$ cat src/tcp_map.svh
`ifndef TCP_MAP_SVH
`define TCP_MAP_SVH

// register indices; byte address is four times the index
`define TCP_IDX_PORT_B_OUTPUT_LATCH_IN    8'h16
`define TCP_IDX_PORT_B_OUTPUT_LATCH_DIR   8'h17
`define TCP_IDX_PORT_B_OUTPUT_LATCH_OUT   8'h18
`define TCP_IDX_CLK_CTRL    8'h33
`define TCP_IDX_CNT_LOW     8'h34
`define TCP_IDX_CNT_HIGH    8'h35
`define TCP_IDX_CMP_A       8'h36
`define TCP_IDX_CMP_B       8'h37
`define TCP_IDX_FLAGS       8'h38
`define TCP_IDX_MASK        8'h39
`define TCP_IDX_MODE        8'h3A

// timer clock control fields
`define TCP_CS_LSB          0
`define TCP_CS_MSB          2
`define TCP_PSR_BIT         3
`define TCP_TSM_BIT         4
`define TCP_CTRL_RESET      8'h00
`define TCP_BYTE_RESET      8'h00

// flag and mask bit positions
`define TCP_FLAG_OVF        0
`define TCP_FLAG_CMPA       1
`define TCP_FLAG_CMPB       2
`define TCP_FLAG_CAP        3

// mode register bit positions
`define TCP_MODE_CTC        0
`define TCP_MODE_W16        1
`define TCP_MODE_ICEN       2

// prescaler taps, low bits all ones mark the last cycle of a period
`define TCP_PRE_W           10
`define TCP_TAP8_MSB        2
`define TCP_TAP64_MSB       5
`define TCP_TAP256_MSB      7
`define TCP_TAP1024_MSB     9

`define TCP_MAX8            16'h00FF
`define TCP_MAX16           16'hFFFF
`define TCP_ZERO16          16'h0000
`define TCP_ZERO32          32'h0000_0000

`endif

$ cat src/tcp_pkg.sv
package tcp_pkg;
    typedef enum logic [2:0] {
        TCP_CS_STOP    = 3'b000,
        TCP_CS_DIRECT  = 3'b001,
        TCP_CS_DIV8    = 3'b010,
        TCP_CS_DIV64   = 3'b011,
        TCP_CS_DIV256  = 3'b100,
        TCP_CS_DIV1024 = 3'b101,
        TCP_CS_PIN_FALL = 3'b110,
        TCP_CS_PIN_RISE = 3'b111
    } tcp_clk_sel_e;

    typedef logic [7:0] tcp_byte_t;
endpackage

$ cat src/tcp_timer.sv
// Register access over APB was decided locally.
`include "tcp_map.svh"

// Notes on behaviour
// RL1 - select one counts every system clock
// RL2 - taps divide by 8, 64, 256, 1024
// RL3 - prescaler free running, ignores clock select
// RL4 - first prescaled count within 1..N+1 cycles
// RL5 - pin sampled each cycle, then edge detect
// RL6 - select 7 rising, select 6 falling edges
// RL7 - pin edge reaches counter in 2.5-3.5 cycles; here the count updates 3-4 cycles after the edge
// RL8 - source keeps pin stable around enable
// RL9 - source half period above one cycle
// RL10 - pin clock is never prescaled
// RL11 - sync hold keeps prescaler reset asserted
// RL12 - clearing sync hold clears reset, resumes
// RL13 - prescaler reset bit self clears normally
// RL14 - select zero stops the timer
// RL15 - pin clocks even when driven as output
// RL16 - four flags, each gated by mask bit
// RL17 - 8-bit count low, compares; high in 16-bit
// RL18 - 16-bit compare joins A low, B high
// RL19 - 8-bit mode has two compare units
// RL20 - count wraps past top; write wins
// RL21 - control bits 7..5 read zero
// RL22 - at most one pin pulse per cycle
module tcp_timer
    import tcp_pkg::*;
(
    // clock and reset
    input  wire logic        clock,
    input  wire logic        reset_n,
    // apb slave
    input  wire logic        psel,
    input  wire logic        penable,
    input  wire logic        pwrite,
    input  wire logic [9:0]  paddr,
    input  wire logic [31:0] pwdata,
    output logic [31:0]      prdata,
    output logic             pready,
    output logic             pslverr,
    // pins
    input  wire logic        counter_clock_pin,
    input  wire logic        capture_pin,
    input  wire logic [7:0]  port_b_pins,
    output logic [7:0]       port_b_out,
    output logic [7:0]       port_b_oe,
    // status
    output logic             timer_request
);

    // ************************************************************
    // bus decode
    // ************************************************************
    logic [31:0] prdata_r;
    logic        pready_r;
    logic        pslverr_r;
    logic        acc;
    logic        wr;
    logic [7:0]  idx;
    logic        mapped;
    logic [7:0]  wb;

    // access takes effect on the edge where pready is seen high
    assign acc = psel & penable & pready_r;
    assign wr  = acc & pwrite & mapped;
    assign idx = paddr[9:2];
    assign wb  = pwdata[7:0];

    always_comb begin
        case (idx)
            `TCP_IDX_PORT_B_OUTPUT_LATCH_IN, `TCP_IDX_PORT_B_OUTPUT_LATCH_DIR, `TCP_IDX_PORT_B_OUTPUT_LATCH_OUT,
            `TCP_IDX_CLK_CTRL, `TCP_IDX_CNT_LOW, `TCP_IDX_CNT_HIGH,
            `TCP_IDX_CMP_A, `TCP_IDX_CMP_B, `TCP_IDX_FLAGS,
            `TCP_IDX_MASK, `TCP_IDX_MODE: mapped = 1'b1;
            default: mapped = 1'b0;
        endcase
    end

    // ************************************************************
    // registers
    // ************************************************************
    logic [4:0]  ctrl_r;
    tcp_byte_t   dir_r;
    tcp_byte_t   out_r;
    tcp_byte_t   cmp_a_r;
    tcp_byte_t   cmp_b_r;
    logic [3:0]  flags_r;
    logic [3:0]  mask_r;
    logic [2:0]  mode_r;
    logic [15:0] cnt_r;
    logic        sync_hold_mode;
    logic        psr;
    logic        psr_pulse;
    tcp_clk_sel_e sel;

    assign sync_hold_mode = ctrl_r[`TCP_TSM_BIT];
    assign psr = ctrl_r[`TCP_PSR_BIT];
    assign sel = tcp_clk_sel_e'(ctrl_r[`TCP_CS_MSB:`TCP_CS_LSB]);
    // any write of one to the reset bit hits the prescaler at once
    assign psr_pulse = wr && idx == `TCP_IDX_CLK_CTRL && wb[`TCP_PSR_BIT];

    always_ff @(posedge clock or negedge reset_n) begin
        if (!reset_n) begin
            ctrl_r <= 5'(`TCP_CTRL_RESET);
        end else if (wr && idx == `TCP_IDX_CLK_CTRL) begin
            // RL11 held while sync
            ctrl_r[`TCP_TSM_BIT] <= wb[`TCP_TSM_BIT];
            // RL12 hold cleared drops reset
            // RL13 self clearing reset
            ctrl_r[`TCP_PSR_BIT] <= wb[`TCP_PSR_BIT] & wb[`TCP_TSM_BIT];
            ctrl_r[`TCP_CS_MSB:`TCP_CS_LSB] <= wb[`TCP_CS_MSB:`TCP_CS_LSB];
        end
    end

    always_ff @(posedge clock or negedge reset_n) begin
        if (!reset_n) begin
            dir_r   <= `TCP_BYTE_RESET;
            out_r   <= `TCP_BYTE_RESET;
            cmp_a_r <= `TCP_BYTE_RESET;
            cmp_b_r <= `TCP_BYTE_RESET;
            mask_r  <= 4'h0;
            mode_r  <= 3'h0;
        end else if (wr) begin
            case (idx)
                `TCP_IDX_PORT_B_OUTPUT_LATCH_DIR: dir_r   <= wb;
                `TCP_IDX_PORT_B_OUTPUT_LATCH_OUT: out_r   <= wb;
                `TCP_IDX_CMP_A:     cmp_a_r <= wb;
                `TCP_IDX_CMP_B:     cmp_b_r <= wb;
                `TCP_IDX_MASK:      mask_r  <= wb[3:0];
                `TCP_IDX_MODE:      mode_r  <= wb[2:0];
                default: ;
            endcase
        end
    end

    // ************************************************************
    // pin synchronisers
    // ************************************************************
    logic [2:0] t_sync_r;
    logic       t_level_r;
    logic [2:0] c_sync_r;
    logic       c_level_r;
    logic       c_prev_r;
    logic [7:0] pb_s1_r;
    logic [7:0] pb_s2_r;
    logic [7:0] pb_s3_r;
    tcp_byte_t  pb_in_r;

    // RL5 sample each edge
    always_ff @(posedge clock or negedge reset_n) begin
        if (!reset_n) begin
            t_sync_r  <= 3'b000;
            t_level_r <= 1'b0;
            c_sync_r  <= 3'b000;
            c_level_r <= 1'b0;
            c_prev_r  <= 1'b0;
        end else begin
            // RL15 no direction gating
            t_sync_r <= {t_sync_r[1:0], counter_clock_pin};
            c_sync_r <= {c_sync_r[1:0], capture_pin};
            // a change counts once stages two and three agree
            if (t_sync_r[1] == t_sync_r[2]) begin
                t_level_r <= t_sync_r[2];
            end
            if (c_sync_r[1] == c_sync_r[2]) begin
                c_level_r <= c_sync_r[2];
            end
            c_prev_r <= c_level_r;
        end
    end

    genvar gi;
    generate
        for (gi = 0; gi < 8; gi++) begin : g_pb
            always_ff @(posedge clock or negedge reset_n) begin
                if (!reset_n) begin
                    pb_s1_r[gi] <= 1'b0;
                    pb_s2_r[gi] <= 1'b0;
                    pb_s3_r[gi] <= 1'b0;
                    pb_in_r[gi] <= 1'b0;
                end else begin
                    pb_s1_r[gi] <= port_b_pins[gi];
                    pb_s2_r[gi] <= pb_s1_r[gi];
                    pb_s3_r[gi] <= pb_s2_r[gi];
                    if (pb_s2_r[gi] == pb_s3_r[gi]) begin
                        pb_in_r[gi] <= pb_s3_r[gi];
                    end
                end
            end
        end
    endgenerate

    // ************************************************************
    // prescaler and clock select
    // ************************************************************
    logic [`TCP_PRE_W-1:0] pre_r;
    logic                  tick;
    logic                  rise;
    logic                  fall;
    logic                  t_agree;

    // RL3 free running
    always_ff @(posedge clock or negedge reset_n) begin
        if (!reset_n) begin
            pre_r <= '0;
        end else if (psr || psr_pulse) begin
            pre_r <= '0;
        end else begin
            pre_r <= pre_r + 1'b1;
        end
    end

    // RL7 edge counted on acceptance
    // RL22 one pulse per cycle
    // counting where the level is taken saves one cycle of latency
    assign t_agree = t_sync_r[1] == t_sync_r[2];
    assign rise    = t_agree & t_sync_r[2] & ~t_level_r;
    assign fall    = t_agree & ~t_sync_r[2] & t_level_r;

    // RL2 four taps
    always_comb begin
        case (sel)
            // RL14 stopped
            TCP_CS_STOP:     tick = 1'b0;
            // RL1 undivided
            TCP_CS_DIRECT:   tick = 1'b1;
            // RL4 tap phase
            TCP_CS_DIV8:     tick = &pre_r[`TCP_TAP8_MSB:0];
            TCP_CS_DIV64:    tick = &pre_r[`TCP_TAP64_MSB:0];
            TCP_CS_DIV256:   tick = &pre_r[`TCP_TAP256_MSB:0];
            TCP_CS_DIV1024:  tick = &pre_r[`TCP_TAP1024_MSB:0];
            // RL6 edge choice
            // RL10 no prescale
            TCP_CS_PIN_FALL: tick = fall;
            TCP_CS_PIN_RISE: tick = rise;
            default:         tick = 1'b0;
        endcase
    end

    // ************************************************************
    // counter
    // ************************************************************
    logic        w16;
    logic        ctc;
    logic [15:0] top;
    logic [15:0] max;
    logic        run;
    logic        cnt_wr;
    logic        at_top;
    logic        hit_a;
    logic        hit_b;

    assign w16 = mode_r[`TCP_MODE_W16];
    assign ctc = mode_r[`TCP_MODE_CTC] & ~w16;
    assign max = w16 ? `TCP_MAX16 : `TCP_MAX8;
    assign top = ctc ? {8'h00, cmp_a_r} : max;
    // RL11 halted while reset held
    assign run = tick & ~psr;
    assign cnt_wr = wr && (idx == `TCP_IDX_CNT_LOW || idx == `TCP_IDX_CNT_HIGH);
    assign at_top = cnt_r == top;
    // RL18 joined compare
    // RL19 two 8-bit units
    assign hit_a = w16 ? cnt_r == {cmp_b_r, cmp_a_r} : cnt_r[7:0] == cmp_a_r;
    assign hit_b = ~w16 & (cnt_r[7:0] == cmp_b_r);

    always_ff @(posedge clock or negedge reset_n) begin
        if (!reset_n) begin
            cnt_r <= `TCP_ZERO16;
        end else if (cnt_wr) begin
            // RL20 write wins
            // RL17 byte access
            if (idx == `TCP_IDX_CNT_LOW) begin
                cnt_r[7:0] <= wb;
            end else begin
                cnt_r[15:8] <= wb;
            end
        end else if (run) begin
            // RL20 wrap past top
            if (at_top) begin
                cnt_r <= `TCP_ZERO16;
            end else begin
                cnt_r <= (cnt_r + 16'h0001) & max;
            end
        end
    end

    // ************************************************************
    // flags
    // ************************************************************
    logic [3:0] set_f;
    logic [3:0] clr_f;

    always_comb begin
        set_f = 4'h0;
        set_f[`TCP_FLAG_OVF]  = run & (cnt_r == max);
        set_f[`TCP_FLAG_CMPA] = run & hit_a;
        set_f[`TCP_FLAG_CMPB] = run & hit_b;
        set_f[`TCP_FLAG_CAP]  = mode_r[`TCP_MODE_ICEN] & c_level_r & ~c_prev_r;
        clr_f = (wr && idx == `TCP_IDX_FLAGS) ? wb[3:0] : 4'h0;
    end

    // RL16 sticky flags
    always_ff @(posedge clock or negedge reset_n) begin
        if (!reset_n) begin
            flags_r <= 4'h0;
        end else begin
            // set beats clear in the same cycle
            flags_r <= (flags_r & ~clr_f) | set_f;
        end
    end

    // ************************************************************
    // bus answer
    // ************************************************************
    logic [7:0] rd;

    always_comb begin
        case (idx)
            `TCP_IDX_PORT_B_OUTPUT_LATCH_IN:  rd = pb_in_r;
            `TCP_IDX_PORT_B_OUTPUT_LATCH_DIR: rd = dir_r;
            `TCP_IDX_PORT_B_OUTPUT_LATCH_OUT: rd = out_r;
            // RL21 top bits zero
            `TCP_IDX_CLK_CTRL:  rd = {3'b000, ctrl_r};
            `TCP_IDX_CNT_LOW:   rd = cnt_r[7:0];
            `TCP_IDX_CNT_HIGH:  rd = cnt_r[15:8];
            `TCP_IDX_CMP_A:     rd = cmp_a_r;
            `TCP_IDX_CMP_B:     rd = cmp_b_r;
            `TCP_IDX_FLAGS:     rd = {4'h0, flags_r};
            `TCP_IDX_MASK:      rd = {4'h0, mask_r};
            `TCP_IDX_MODE:      rd = {5'h00, mode_r};
            default:            rd = 8'h00;
        endcase
    end

    // one wait state: pready rises in the first access cycle's edge
    always_ff @(posedge clock or negedge reset_n) begin
        if (!reset_n) begin
            pready_r  <= 1'b0;
            prdata_r  <= `TCP_ZERO32;
            pslverr_r <= 1'b0;
        end else begin
            pready_r  <= psel & penable & ~pready_r;
            pslverr_r <= psel & penable & ~pready_r & ~mapped;
            if (psel && penable && !pready_r && !pwrite) begin
                prdata_r <= {24'h00_0000, rd};
            end else if (acc) begin
                prdata_r <= `TCP_ZERO32;
            end
        end
    end

    // ************************************************************
    // outputs
    // ************************************************************
    logic       req_r;
    tcp_byte_t  pbo_r;
    tcp_byte_t  pboe_r;

    always_ff @(posedge clock or negedge reset_n) begin
        if (!reset_n) begin
            req_r  <= 1'b0;
            pbo_r  <= `TCP_BYTE_RESET;
            pboe_r <= `TCP_BYTE_RESET;
        end else begin
            // RL16 mask gating
            req_r  <= |(flags_r & mask_r);
            pbo_r  <= out_r;
            pboe_r <= dir_r;
        end
    end

    assign prdata        = prdata_r;
    assign pready        = pready_r;
    assign pslverr       = pslverr_r;
    assign timer_request = req_r;
    assign port_b_out    = pbo_r;
    assign port_b_oe     = pboe_r;

endmodule // tcp_timer

$ cat config.mk
export PLATFORM = sky130hd
export DESIGN_NAME = tcp_timer
export DESIGN_NICKNAME = d
export VERILOG_FILES = /design/src/tcp_pkg.sv /design/src/tcp_timer.sv
export VERILOG_INCLUDE_DIRS = /design/src
export SDC_FILE = /design/constraint.sdc
export NUM_CORES = 1
export LEC_CHECK = 0
export BUFFER_PORTS_ARGS = -buffer_cell sky130_fd_sc_hd__buf_2
export CAP_MARGIN = 0
export CELL_PAD_IN_SITES_DETAIL_PLACEMENT = 2
export CELL_PAD_IN_SITES_GLOBAL_PLACEMENT = 2
export CORE_MARGIN = 2
export CORE_UTILIZATION = 40
export CTS_CLUSTER_DIAMETER = 60
export DETAILED_ROUTE_END_ITERATION = 10
export PLACE_DENSITY = 0.87
export SLEW_MARGIN = 20
export SYNTH_ARGS = -nofsm -noshare
export SYNTH_HDL_FRONTEND = slang
export SYNTH_SLANG_ARGS = --single-unit
export TNS_END_PERCENT = 5
$ cat constraint.sdc
create_clock -name clock -period 3.1 [get_ports clock]
set_input_delay 0.155 -clock clock [delete_from_list [all_inputs] [get_ports clock]]
set_output_delay 0.155 -clock clock [all_outputs]
set_load 0.05 [all_outputs]
### Word level (Yosys, flattened, before mapping)

Index checks and enable logic that the tools add are counted.

* bits in registers: 166
* input port bits: 57
* output and inout port bits: 51
* logic and storage cells: 165

* $add $sub $neg: 2
* equality and inequality tests: 35
* muxes and demuxes: 15
* bitwise operators: 31
* reduce and logical (&&, ||, !) cells: 28

Operators with widths (count)
* 8-bit case mux with 11 select lines: 1
* 16-bit two-way mux: 5
* 8-bit by 6-bit == test with 1-bit output (second input constant): 8
* 32-bit two-way mux: 2
* 16-bit == test: 3
* 8-bit by 5-bit == test with 1-bit output (second input constant): 3
* 1-bit bitwise AND: 19
* 16-bit by 1-bit adder with 16-bit output (second input constant): 1
* 16-bit bitwise AND: 1
* 8-bit == test: 2
* 8-bit two-way mux: 2
* 2-bit AND reduction: 8
* 3-bit == test (second input constant): 4
* 11-bit OR reduction: 1
* 10-bit by 1-bit adder with 10-bit output (second input constant): 1
* 1-bit == test: 10
* 10-bit two-way mux: 1
* 10-bit AND reduction: 1
* 4-bit bitwise AND: 2
* 1-bit case mux with 8 select lines: 1
* 8-bit AND reduction: 1
* 1-bit logical AND: 7
* 1-bit NOT: 7
* 3-bit by 2-bit == test with 1-bit output (second input constant): 2
* other kinds (14): 18

### Depth between registers and ports, before layout

Gate-level depths: netlist (run 1).

* word-level depth: 9
* depth in mapped cells: 9
* gate-level depth less buffers: 8

### Worst setup path before layout (run 1)

OpenSTA, ideal clock, no wires.

* path kind: register to register
* start: register pre_r[0]
* end: register cnt_r[0]
* setup time: 0.119 ns
* arrival: 2.048 ns
* data required time: 2.981 ns
* setup slack: 0.934 ns
* cell stages (with the launch flop): 10
* path buffers: 1
* clock period less this slack: 2.166 ns
* cells stage by stage: dfrtp_1 > ha_1 > ha_1 > a21oi_1 > a31o_2 > a221oi_1 > a32o_1 > buf_2 > o211ai_1 > o21a_1

* cells in the longest elaborated chain, start to end: 5
* elaborated cells between the ends (all ways): 8
* those cells by class: mux: 1; bitwise: 1; reduce/logical: 6

RTL lines
* start, declared: line tcp_timer.sv:197 `` logic [`TCP_PRE_W-1:0] pre_r; ``
* start signal, assigned: line tcp_timer.sv:210 `pre_r <= pre_r + 1'b1;`
* 10-bit AND reduction, or another cell as far along: line tcp_timer.sv:232 `` TCP_CS_DIV1024: tick = &pre_r[`TCP_TAP1024_MSB:0]; ``
* 1-bit case mux with 8 select lines *: line tcp_timer.sv:223 `case (sel)`
* 1-bit bitwise AND *: line tcp_timer.sv:259 `assign run = tick & ~psr;`
* 2-bit nonzero test (no line) *
* 2-bit AND reduction (no line) *
* end signal, assigned: line tcp_timer.sv:269 `` cnt_r <= `TCP_ZERO16; ``
* end signal, assigned: line tcp_timer.sv:274 `cnt_r[7:0] <= wb;`
* end signal, assigned: line tcp_timer.sv:281 `` cnt_r <= `TCP_ZERO16; ``
* end, declared: line tcp_timer.sv:91 `logic [15:0] cnt_r;`

Every way passes the cells marked *; elsewhere a longest branch is shown, timed or not.
A chain may end at the register's enable or synchronous reset.

### Worst setup path after layout (run 1)

* start: register pre_r[0]
* end: register cnt_r[12]

The elaborated chain is that of the path after synthesis.

==> results.json, run 1 <==
{
  "grt_pass1_wl_um": 37200,
  "postCtsSetupRepairBufs": 0,
  "netlist_area_um2": 6700,
  "layout.core_utilization_pct": 47.3,
  "final-hold-violation-count": 0,
  "synth_seq_cells": 142,
  "yosys.area.top_type_share_pct": 53.0,
  "outcome": "finished clean",
  "arr_time_crit_path_ns": 3.08,
  "critical_path_required_ns": 3.38,
  "finalSetupViolCount": 0,
  "critical_path.top_delay_family": "compound AO/OA/AOI/OAI gates",
  "boundaryPins": 108,
  "proportion_of_synthesized_flip_flops_having_asynchronous_set_or_reset_pct": 100,
  "detail_route.vias_per_cell": 5.96,
  "power.leakage_nw": 3.51,
  "cts_num_sinks": 142,
  "cell_type_with_the_largest_total_area_after_synthesis": "sky130_fd_sc_hd__dfrtp_1",
  "setup.worst_path.start_class": "register",
  "timing.critical_path.cells": "ha_1 -> ha_1 -> a21oi_1 -> a31o_2 -> a221oi_1 -> a31oi_2 -> a21oi_1 -> o22ai_1",
  "pre_cts_slack_ns": 0.266,
  "pwr-share-seq_pct": 45.8,
  "grt.overflow.total": 0,
  "timing.final.crit_period_ns": 2.79,
  "groute.usage.overall_pct": 28.1,
  "final.hold.worst_slack_ns": 0.0249,
  "path_buf_inv": 0,
  "postSynthCellCount": 605,
  "dpl-instance-area_um2": 7100,
  "insertion_delay_ns": 0.46,
  "initial_core_util_pct": 40.7,
  "fp.coreArea_um2": 16500,
  "fin_tns_setup_ns": 0,
  "root_buffer": "sky130_fd_sc_hd__clkbuf_16",
  "rsz0062_at_grt": "false",
  "cell_row_count": 47,
  "post_route_cells_drive_above_1_share_pct": 22.9,
  "final_cell_area_um2": 7780,
  "slew-limit-headroom_pct": 40.3,
  "layout_worst_path_cycle_share_pct": 90.2,
  "synth_edf_count": 0,
  "r2r_slack_ns": 0.31,
  "clock_tree.buffer_depth": 2,
  "routabilityCongestion": 0.890,
  "antenna_violating_nets_post_route": 0,
  "finalNetCount": 729,
  "drv.max_cap_violation_count": 0,
  "die_x_um": 133,
  "comb_power_share_pct": 8.6,
  "synthesis.yosys.warnings": 0,
  "drt_first_pass_iters": 5,
  "intPower_mw": 3.21,
  "setup.worst_path.end_class": "register",
  "hold_path.class": "in2reg",
  "grt_max_degree": 114,
  "die-height_um": 133,
  "worst_ir_drop_vdd_mv": 0.397,
  "grt_antenna_before_repair": 0,
  "timing.final.max_slew_violations": 0,
  "antennaDiodeCount": 0,
  "share_clk_of_total_power_pct": 45.6,
  "max_clock_freq_mhz": 358,
  "tightestPinTransition_ns": 0.895,
  "ys_seq_area_share_pct": 53.0,
  "io_buffer_count": 57,
  "power_density_nw_per_um2": 577,
  "net-switching-power_mw": 1.29,
  "path_class": "reg2reg",
  "critical-path-slowest-cell": "sky130_fd_sc_hd__a221oi_1",
  "post-route-drc-count": 0,
  "power.switching_fraction_pct": 28.6,
  "clock_skew_ns": 0.0173,
  "cts_inserted_buffers": 17,
  "clkTransAtPathRegs_ns": 0.07,
  "mean_syn_cell_area_um2": 11.1,
  "die_area_um2": 17800,
  "synth.top_cells.by_area": "sky130_fd_sc_hd__dfrtp_1 (53%), sky130_fd_sc_hd__mux2_2 (7.6%), sky130_fd_sc_hd__buf_4 (2.9%), sky130_fd_sc_hd__xnor2_1 (2.5%), sky130_fd_sc_hd__a22oi_1 (2.4%)",
  "dpl.hpwl_um": 15400,
  "tritoncts": "done",
  "route.vias.total": 5368,
  "ys.flop_type": "sky130_fd_sc_hd__dfrtp_1",
  "grt_pass1_vias": 6167,
  "first_iter_violations": 398,
  "detail_route.wl_per_cell_um": 26.2,
  "post_synthesis_cell_type_count": 70,
  "cp_max_stage_delay_ns": 0.57,
  "cts.htree.levels": 4,
  "finalWirelength_um": 23600,
  "setup_slack_ns": 0.305,
  "area_delta_synth_final_pct": 16.2,
  "crit_fanout": 16
}
[power by group through the flow]
stage               clock network [mW]  registers, mW  logic [mW]
floorplan                            0           2.04       0.258
global placement                     0           2.07       0.332
detailed placement                   0           2.09       0.363
CTS                               2.07           2.06       0.387
global route                      2.15           2.07       0.421
finish                            2.05           2.06       0.385
[cells in the final DEF (no fill, tap or decap), types with 5 or more instances in the layout]
master                          count
sky130_fd_sc_hd__xnor2_1           19
sky130_fd_sc_hd__nand3_1           20
sky130_fd_sc_hd__o21ai_1            9
sky130_fd_sc_hd__a22oi_1           21
sky130_fd_sc_hd__inv_1             22
sky130_fd_sc_hd__a22o_1            13
sky130_fd_sc_hd__nand2b_1           6
sky130_fd_sc_hd__nor3b_1            6
sky130_fd_sc_hd__maj3_1             9
sky130_fd_sc_hd__buf_2             56
sky130_fd_sc_hd__nor4_1             6
sky130_fd_sc_hd__o31ai_1            5
sky130_fd_sc_hd__mux2_2            45
sky130_fd_sc_hd__nor2_1            25
sky130_fd_sc_hd__o22ai_1           11
sky130_fd_sc_hd__dfrtp_1          142
sky130_fd_sc_hd__clkbuf_16         17
sky130_fd_sc_hd__ha_1               5
sky130_fd_sc_hd__nand2_1           37
sky130_fd_sc_hd__o21ai_0           27
sky130_fd_sc_hd__conb_1            24
sky130_fd_sc_hd__buf_4             10
sky130_fd_sc_hd__dlygate4sd3_1     11
sky130_fd_sc_hd__nor3_1             7
sky130_fd_sc_hd__nor2b_1            6
sky130_fd_sc_hd__a21oi_1           12
sky130_fd_sc_hd__nand4_1            8
sky130_fd_sc_hd__and3_1            10
[cell families (layout without fill, tap and decap cells)]
| kind of cell | Yosys count | count (layout) | share of synthesized area (%) |
|---|---|---|---|
| AO/OA/AOI/OAI | 143 | 143 | 15.1 |
| XOR/XNOR | 23 | 23 | 3.01 |
| adder cells (fa/ha/maj) | 15 | 15 | 2.45 |
| buffers and inverters | 81 | 133 | 6.24 |
| flip-flops | 142 | 142 | 53.0 |
| multiplexers | 46 | 46 | 7.71 |
| other | 1 | 24 | 0.0560 |
| AND/OR/NAND/NOR | 154 | 154 | 12.4 |
[metrics by stage]
stage	cells	total power, mW
2_1_floorplan	628	2.30
3_3_place_gp	857	2.40
3_5_place_dp	857	2.45
4_1_cts	900	4.51
5_1_grt	900	4.64
6_report	900	4.49
[path summary, 6_finish.rpt]
| kind | start | endpoint | cells past startpoint |
|---|---|---|---|
| max in group asynchronous | reset_n | cnt_r[3] | 3 |
| min in group asynchronous | reset_n | pb_s2_r[6] | 2 |
| max reg2reg | pre_r[0] | cnt_r[12] | 8 |
| min | pwdata[6] | out_r[6] | 2 |
| min reg2reg | pb_s1_r[3] | pb_s2_r[3] | 0 |
| max | pre_r[0] | cnt_r[12] | 8 |
[repair_timing]
| action | 4_1_cts | 5_1_grt |
|---|---|---|
| setup endpoints to repair | 0 | 1 |
| resized for setup | 0 | 1 |
| hold buffers | 11 | 0 |
| hold endpoints to repair | 121 | 0 |
[state kept, by name, indices dropped and copies added, names as in the netlist, 4 cells and up]
name,cells
out_r,8
cnt_r,16
cmp_b_r,8
port_b_oe,8
mask_r,4
flags_r,4
pb_s3_r,8
cmp_a_r,8
ctrl_r,5
pb_in_r,8
port_b_out,8
pb_s2_r,8
pb_s1_r,8
pre_r,10
prdata,8
dir_r,8
[worst reg2reg max path, stage by stage (launching register included)]
cell	delay [ns]
sky130_fd_sc_hd__dfrtp_1	0.40
sky130_fd_sc_hd__ha_1	0.21
sky130_fd_sc_hd__ha_1	0.19
sky130_fd_sc_hd__a21oi_1	0.08
sky130_fd_sc_hd__a31o_2	0.23
sky130_fd_sc_hd__a221oi_1	0.57
sky130_fd_sc_hd__a31oi_2	0.47
sky130_fd_sc_hd__a21oi_1	0.32
sky130_fd_sc_hd__o22ai_1	0.14
[cells in the mapped netlist (3+ instances only)]
| master | count |
|---|---|
| sky130_fd_sc_hd__a21o_1 | 3 |
| sky130_fd_sc_hd__a21oi_1 | 12 |
| sky130_fd_sc_hd__a221oi_1 | 4 |
| sky130_fd_sc_hd__a222oi_1 | 3 |
| sky130_fd_sc_hd__a22o_1 | 13 |
| sky130_fd_sc_hd__a22oi_1 | 21 |
| sky130_fd_sc_hd__a31oi_1 | 4 |
| sky130_fd_sc_hd__and2_1 | 4 |
| sky130_fd_sc_hd__and3_1 | 10 |
| sky130_fd_sc_hd__and4_1 | 3 |
| sky130_fd_sc_hd__buf_2 | 11 |
| sky130_fd_sc_hd__buf_4 | 26 |
| sky130_fd_sc_hd__clkbuf_1 | 18 |
| sky130_fd_sc_hd__dfrtp_1 | 142 |
| sky130_fd_sc_hd__ha_1 | 5 |
| sky130_fd_sc_hd__inv_1 | 22 |
| sky130_fd_sc_hd__maj3_1 | 9 |
| sky130_fd_sc_hd__mux2_2 | 45 |
| sky130_fd_sc_hd__nand2_1 | 37 |
| sky130_fd_sc_hd__nand2b_1 | 6 |
| sky130_fd_sc_hd__nand3_1 | 20 |
| sky130_fd_sc_hd__nand4_1 | 8 |
| sky130_fd_sc_hd__nor2_1 | 25 |
| sky130_fd_sc_hd__nor2b_1 | 6 |
| sky130_fd_sc_hd__nor3_1 | 7 |
| sky130_fd_sc_hd__nor3b_1 | 6 |
| sky130_fd_sc_hd__nor4_1 | 6 |
| sky130_fd_sc_hd__o21ai_0 | 27 |
| sky130_fd_sc_hd__o21ai_1 | 9 |
| sky130_fd_sc_hd__o22ai_1 | 11 |
| sky130_fd_sc_hd__o2bb2ai_1 | 4 |
| sky130_fd_sc_hd__o31a_1 | 3 |
| sky130_fd_sc_hd__o31ai_1 | 5 |
| sky130_fd_sc_hd__or3_1 | 4 |
| sky130_fd_sc_hd__or4_1 | 3 |
| sky130_fd_sc_hd__xnor2_1 | 19 |
| sky130_fd_sc_hd__xor2_1 | 4 |
[cell type report]
type,instances,area (um2)
Clock inverter,12,126
Inverter,23,86.3
Clock buffer,20,447
Tap cell,220,275
Timing Repair Buffer,78,479
Sequential cell,142,3550
Multi-Input combinational cell,405,2820
Fill cell,1651,8680
[per-layer routing]
layer	wire (um)	GRT usage [%]	vias to the layer above
li1	-	-	2283
met1	9100	32.8	2864
met2	12600	50.0	178
met3	1260	6.39	43
met4	608	11.6	0
met5	0	0	-
No activity file was read; power rests on OpenSTA's default activity.
==> run 2: changes to the inputs <==
Settings changed: CORE_UTILIZATION 40 to 30, PLACE_DENSITY 0.87 to 0.71.
==> results.json, run 2 (synthesis gave the netlist of run 1 again) <==
{
  "critical_path_required_ns": 3.37,
  "grt_antenna_before_repair": 0,
  "grt_max_degree": 77,
  "grt_pass1_wl_um": 33900,
  "area_delta_synth_final_pct": 18.1,
  "tritoncts": "done",
  "final_cell_area_um2": 7910,
  "tightestPinTransition_ns": 0.944,
  "clock_tree.buffer_depth": 2,
  "post_route_cells_drive_above_1_share_pct": 23.2,
  "routabilityCongestion": 0.868,
  "grt.overflow.total": 0,
  "number_of_instances_resized_during_post_cts_repair": 0,
  "die_area_um2": 23500,
  "detail_route.wl_per_cell_um": 22.2,
  "insertion_delay_ns": 0.43,
  "finalSetupViolCount": 0,
  "clkTransAtPathRegs_ns": 0.07,
  "min_path_cells": 3,
  "antenna_violating_nets_post_route": 0,
  "hold_path.class": "in2reg",
  "antennaDiodeCount": 0,
  "layout_worst_path_cycle_share_pct": 89.5,
  "max_clock_freq_mhz": 361,
  "die-height_um": 153,
  "fp.coreArea_um2": 21900,
  "finalWirelength_um": 21300,
  "placedCellCount": 918,
  "die_x_um": 153,
  "io_buffer_count": 57,
  "boundaryPins": 108,
  "power.leakage_nw": 3.55,
  "cts_num_sinks": 142,
  "clock_skew_ns": 0.0133,
  "route.vias.total": 5178,
  "worst_ir_drop_vdd_mv": 0.331,
  "grt_pass1_vias": 5870,
  "number_of_flip_flops_under_the_largest_register_name": 16,
  "cts.htree.levels": 4,
  "slew-limit-headroom_pct": 36.3,
  "layout.core_utilization_pct": 36.2,
  "outcome": "finished clean",
  "finalNonFillerCells": 961,
  "highest_count_cells_in_the_layout_ignoring_fill_and_taps": "sky130_fd_sc_hd__dfrtp_1 (142), sky130_fd_sc_hd__buf_2 (56), sky130_fd_sc_hd__mux2_2 (45), sky130_fd_sc_hd__nand2_1 (37), sky130_fd_sc_hd__o21ai_0 (27)",
  "setup.worst_path.start_class": "register",
  "gr-usage-met2_pct": 31.8,
  "registers.top_by_ff_count": "cnt_r",
  "rsz0062_at_grt": "false",
  "dpl-instance-area_um2": 7190,
  "timing.final.max_slew_violations": 0,
  "final-hold-violation-count": 0,
  "dpl.hpwl_um": 15200,
  "grt_util_met1_pct": 23.7,
  "crit_fanout": 16,
  "path_class": "reg2reg",
  "power_density_nw_per_um2": 579,
  "arr_time_crit_path_ns": 3.05,
  "groute.usage.overall_pct": 18.5,
  "design_power_total_mw": 4.58,
  "fin_tns_setup_ns": 0,
  "setup.worst_path.end_class": "register",
  "root_buffer": "sky130_fd_sc_hd__clkbuf_16",
  "cts_inserted_buffers": 17,
  "drt_first_pass_iters": 4,
  "post-route-drc-count": 0,
  "detail_route.vias_per_cell": 5.39,
  "cell_row_count": 54,
  "drv.max_cap_violation_count": 0,
  "timing.final.crit_period_ns": 2.77,
  "timing.reg2reg.worst_path_depth": 6,
  "globalRouteMet3Util_pct": 3.80,
  "layout.cells.most_common": "sky130_fd_sc_hd__dfrtp_1",
  "initial_core_util_pct": 30.6,
  "first_iter_violations": 396,
  "biggestRegsByFlops": "cnt_r x16, pre_r x10",
  "finalNetCount": 730,
  "top_usage_layer": "met2"
}
run 2: cell types whose count changed in the layout (fill, tap and decap cells not counted), moves of 2 or more:
cell,change
sky130_fd_sc_hd__clkinv_4,-3
sky130_fd_sc_hd__inv_8,+3
sky130_fd_sc_hd__clkbuf_1,-2
sky130_fd_sc_hd__clkbuf_8,-2
sky130_fd_sc_hd__clkinvlp_4,-2
sky130_fd_sc_hd__inv_6,+2
run 2: power by group:
part	switching (mW)	internal [mW]	total, mW
clock network	0.932	1.23	2.16
registers	0.0990	1.94	2.04
logic	0.256	0.122	0.378
run 2: metal layers:
metal	vias up	part of all wire (%)
met3	18	3.7
met1	2754	44
met5	-	0
met2	124	51
met4	0	1.0
li1	2282	-
run 2: area by class of cell:
cell class                      instances  area [um2]
Tap cell                              280         350
Clock inverter                         15         188
Timing Repair Buffer                   79         497
Fill cell                            2327       14000
Inverter                               23        86.3
Sequential cell                       142        3550
Clock buffer                           17         425
Multi-Input combinational cell        405        2810
run 2: worst max-delay path, stage by stage (launching register included):
cell,delay [ns]
sky130_fd_sc_hd__dfrtp_1,0.41
sky130_fd_sc_hd__ha_1,0.22
sky130_fd_sc_hd__nand4_1,0.13
sky130_fd_sc_hd__o311ai_0,0.84
sky130_fd_sc_hd__a31oi_2,0.56
sky130_fd_sc_hd__a21oi_1,0.33
sky130_fd_sc_hd__o22ai_1,0.13
run 2: worst paths after layout:
| check | to | slack [ns] | start |
|---|---|---|---|
| worst max register to register | cnt_r[8] | 0.33 | pre_r[0] |
| worst min register to register | pb_s2_r[3] | 0.35 | pb_s1_r[3] |
| worst min-delay path | pready | 0.02 | penable |
| worst max-delay path | cnt_r[8] | 0.33 | pre_r[0] |
| max in group asynchronous | cnt_r[0] | 1.99 | reset_n |
| min in group asynchronous | pb_s3_r[7] | 0.33 | reset_n |
run 2: through the flow:
| step | setup slack (ns) | hold slack (ns) |
|---|---|---|
| after global routing | 0.145 | 0.0372 |
| after floorplan | 0.934 | -0.141 |
| after CTS | 0.340 | 0.0126 |
| after global placement | 0.553 | 0.231 |
| final | 0.327 | 0.0239 |
| after detailed placement | 0.352 | 0.246 |
run 2: repair_timing:
item | in CTS | in global routing
buffers inserted | 0 | 0
hold endpoints to repair | 84 | 0
hold buffers | 11 | 0
==> run 3: changes to the inputs <==
Settings changed: PLACE_DENSITY 0.71 to default, PLACE_DENSITY_LB_ADDON from default to 0.1.
==> results.json, run 3 (synthesis gave the netlist of run 1 again) <==
{
  "outcome": "finished clean",
  "final_cell_area_um2": 7910,
  "finalNonFillerCells": 966,
  "setup.worst_path.end_class": "register",
  "fillers": 2321,
  "comb_power_share_pct": 8.5,
  "die-height_um": 153,
  "finalSetupViolCount": 0,
  "number_of_flip_flops_under_the_largest_register_name": 16,
  "layout.cells.most_common": "sky130_fd_sc_hd__dfrtp_1",
  "finalNetCount": 735,
  "hold_buffers": 11,
  "cts.htree.levels": 4,
  "final-hold-violation-count": 0,
  "finalWirelength_um": 21200,
  "crit_fanout": 14,
  "timing.final.crit_period_ns": 2.85,
  "path_class": "reg2reg",
  "registers.top_by_ff_count": "cnt_r",
  "highest_count_cells_in_the_layout_ignoring_fill_and_taps": "sky130_fd_sc_hd__dfrtp_1 (142), sky130_fd_sc_hd__buf_2 (56), sky130_fd_sc_hd__mux2_2 (45), sky130_fd_sc_hd__nand2_1 (37), sky130_fd_sc_hd__o21ai_0 (27)",
  "detail_route.vias_per_cell": 5.27,
  "area_delta_synth_final_pct": 18.0,
  "root_buffer": "sky130_fd_sc_hd__clkbuf_16",
  "groute.usage.overall_pct": 18.7,
  "post_route_cells_drive_above_1_share_pct": 23.8,
  "worst_ir_drop_vdd_mv": 0.301,
  "post-route-drc-count": 0,
  "pwr-share-seq_pct": 46.1,
  "insertion_delay_ns": 0.43,
  "grt_max_degree": 66,
  "boundaryPins": 108,
  "grt.overflow.total": 0,
  "cell_row_count": 54,
  "timing.final.max_slew_violations": 0,
  "fp.coreArea_um2": 21900,
  "worstSetupStartpoint": "pre_r[0]",
  "intPower_mw": 3.13,
  "slew-limit-headroom_pct": 44.0,
  "io_buffer_count": 57,
  "first_iter_violations": 247,
  "detail_route.wl_per_cell_um": 21.9,
  "layout.core_utilization_pct": 36.1,
  "fin_tns_setup_ns": 0,
  "setup.worst_path.start_class": "register",
  "clkTransAtPathRegs_ns": 0.07,
  "hold_path.class": "in2reg",
  "power_density_nw_per_um2": 559,
  "number_of_instances_resized_during_post_cts_repair": 0,
  "route.vias.total": 5093,
  "drt_first_pass_iters": 4,
  "rsz0062_at_grt": "false",
  "die_area_um2": 23500,
  "dpl.hpwl_um": 15400,
  "clock_skew_ns": 0.0128,
  "biggestRegsByFlops": "cnt_r x16, pre_r x10",
  "die_x_um": 153,
  "grt_antenna_before_repair": 0,
  "cts_num_sinks": 142,
  "share_clk_of_total_power_pct": 45.3,
  "r2r_start": "pre_r[0]",
  "cts_inserted_buffers": 17,
  "critical_path_required_ns": 3.42,
  "arr_time_crit_path_ns": 3.17,
  "grt_pass1_wl_um": 33700,
  "grt_pass1_vias": 5652,
  "clock_tree.buffer_depth": 2,
  "routabilityCongestion": 0.842,
  "initial_core_util_pct": 30.6,
  "power.leakage_nw": 3.55,
  "tightestPinTransition_ns": 0.837,
  "dpl-instance-area_um2": 7230,
  "placedCellCount": 923,
  "drv.max_cap_violation_count": 0,
  "antenna_violating_nets_post_route": 0,
  "power.switching_fraction_pct": 29.1,
  "net-switching-power_mw": 1.28,
  "pre_cts_slack_ns": 0.248,
  "tritoncts": "done",
  "min-delay-start": "penable",
  "layout_worst_path_cycle_share_pct": 91.9,
  "antennaDiodeCount": 0,
  "max_clock_freq_mhz": 351,
  "setup_slack_ns": 0.252,
  "postCtsSetupRepairBufs": 0
}
[run 3: area by class of cell]
cell class	count	area (um2)	area share [%]
Clock buffer	17	425	5.38
Clock inverter	15	144	1.82
Inverter	23	86.3	1.09
Multi-Input combinational cell	405	2810	35.6
Sequential cell	142	3550	44.9
Tap cell	280	350	4.43
Timing Repair Buffer	84	534	6.76
[run 3: path summary, 6_finish.rpt]
check | slack (ns) | cells after the start | end
max | 0.25 | 8 | cnt_r[7]
min | 0.03 | 3 | pready
max reg2reg | 0.25 | 8 | cnt_r[7]
min reg2reg | 0.35 | 0 | pb_s2_r[2]
max in group asynchronous | 2.02 | 3 | pre_r[2]
min in group asynchronous | 0.21 | 2 | pb_s3_r[5]
[run 3: metal layers]
metal | global-route usage, % | up-vias | part of all wire, %
met5 | 0 | - | 0
met4 | 4.89 | 0 | 1.2
met3 | 3.40 | 25 | 2.5
met2 | 31.4 | 77 | 50
met1 | 24.9 | 2704 | 46
li1 | - | 2287 | -
[run 3: power groups by stage]
stage / clock network [mW] / logic (mW) / registers (mW)
6_report: 2.00 / 0.377 / 2.04
5_1_grt: 2.15 / 0.425 / 2.05
4_1_cts: 2.07 / 0.385 / 2.04
3_5_place_dp: 0 / 0.371 / 2.08
3_3_place_gp: 0 / 0.359 / 2.07
2_1_floorplan: 0 / 0.258 / 2.04
[run 3: worst max-delay path, stage by stage, from the launching register on]
cell	delay, ns
sky130_fd_sc_hd__dfrtp_1	0.39
sky130_fd_sc_hd__ha_1	0.21
sky130_fd_sc_hd__ha_1	0.16
sky130_fd_sc_hd__a21oi_1	0.07
sky130_fd_sc_hd__a31o_2	0.23
sky130_fd_sc_hd__a221oi_1	0.67
sky130_fd_sc_hd__a32o_1	0.59
sky130_fd_sc_hd__o21ai_0	0.19
sky130_fd_sc_hd__a22o_1	0.22
[run 3: per-stage QoR]
stage / hold slack (ns) / power, mW
floorplan: -0.141 / 2.30
global placement: 0.0905 / 2.43
detailed placement: 0.0983 / 2.45
CTS: 0.00219 / 4.49
global route: 0.0271 / 4.63
finish: 0.0295 / 4.42
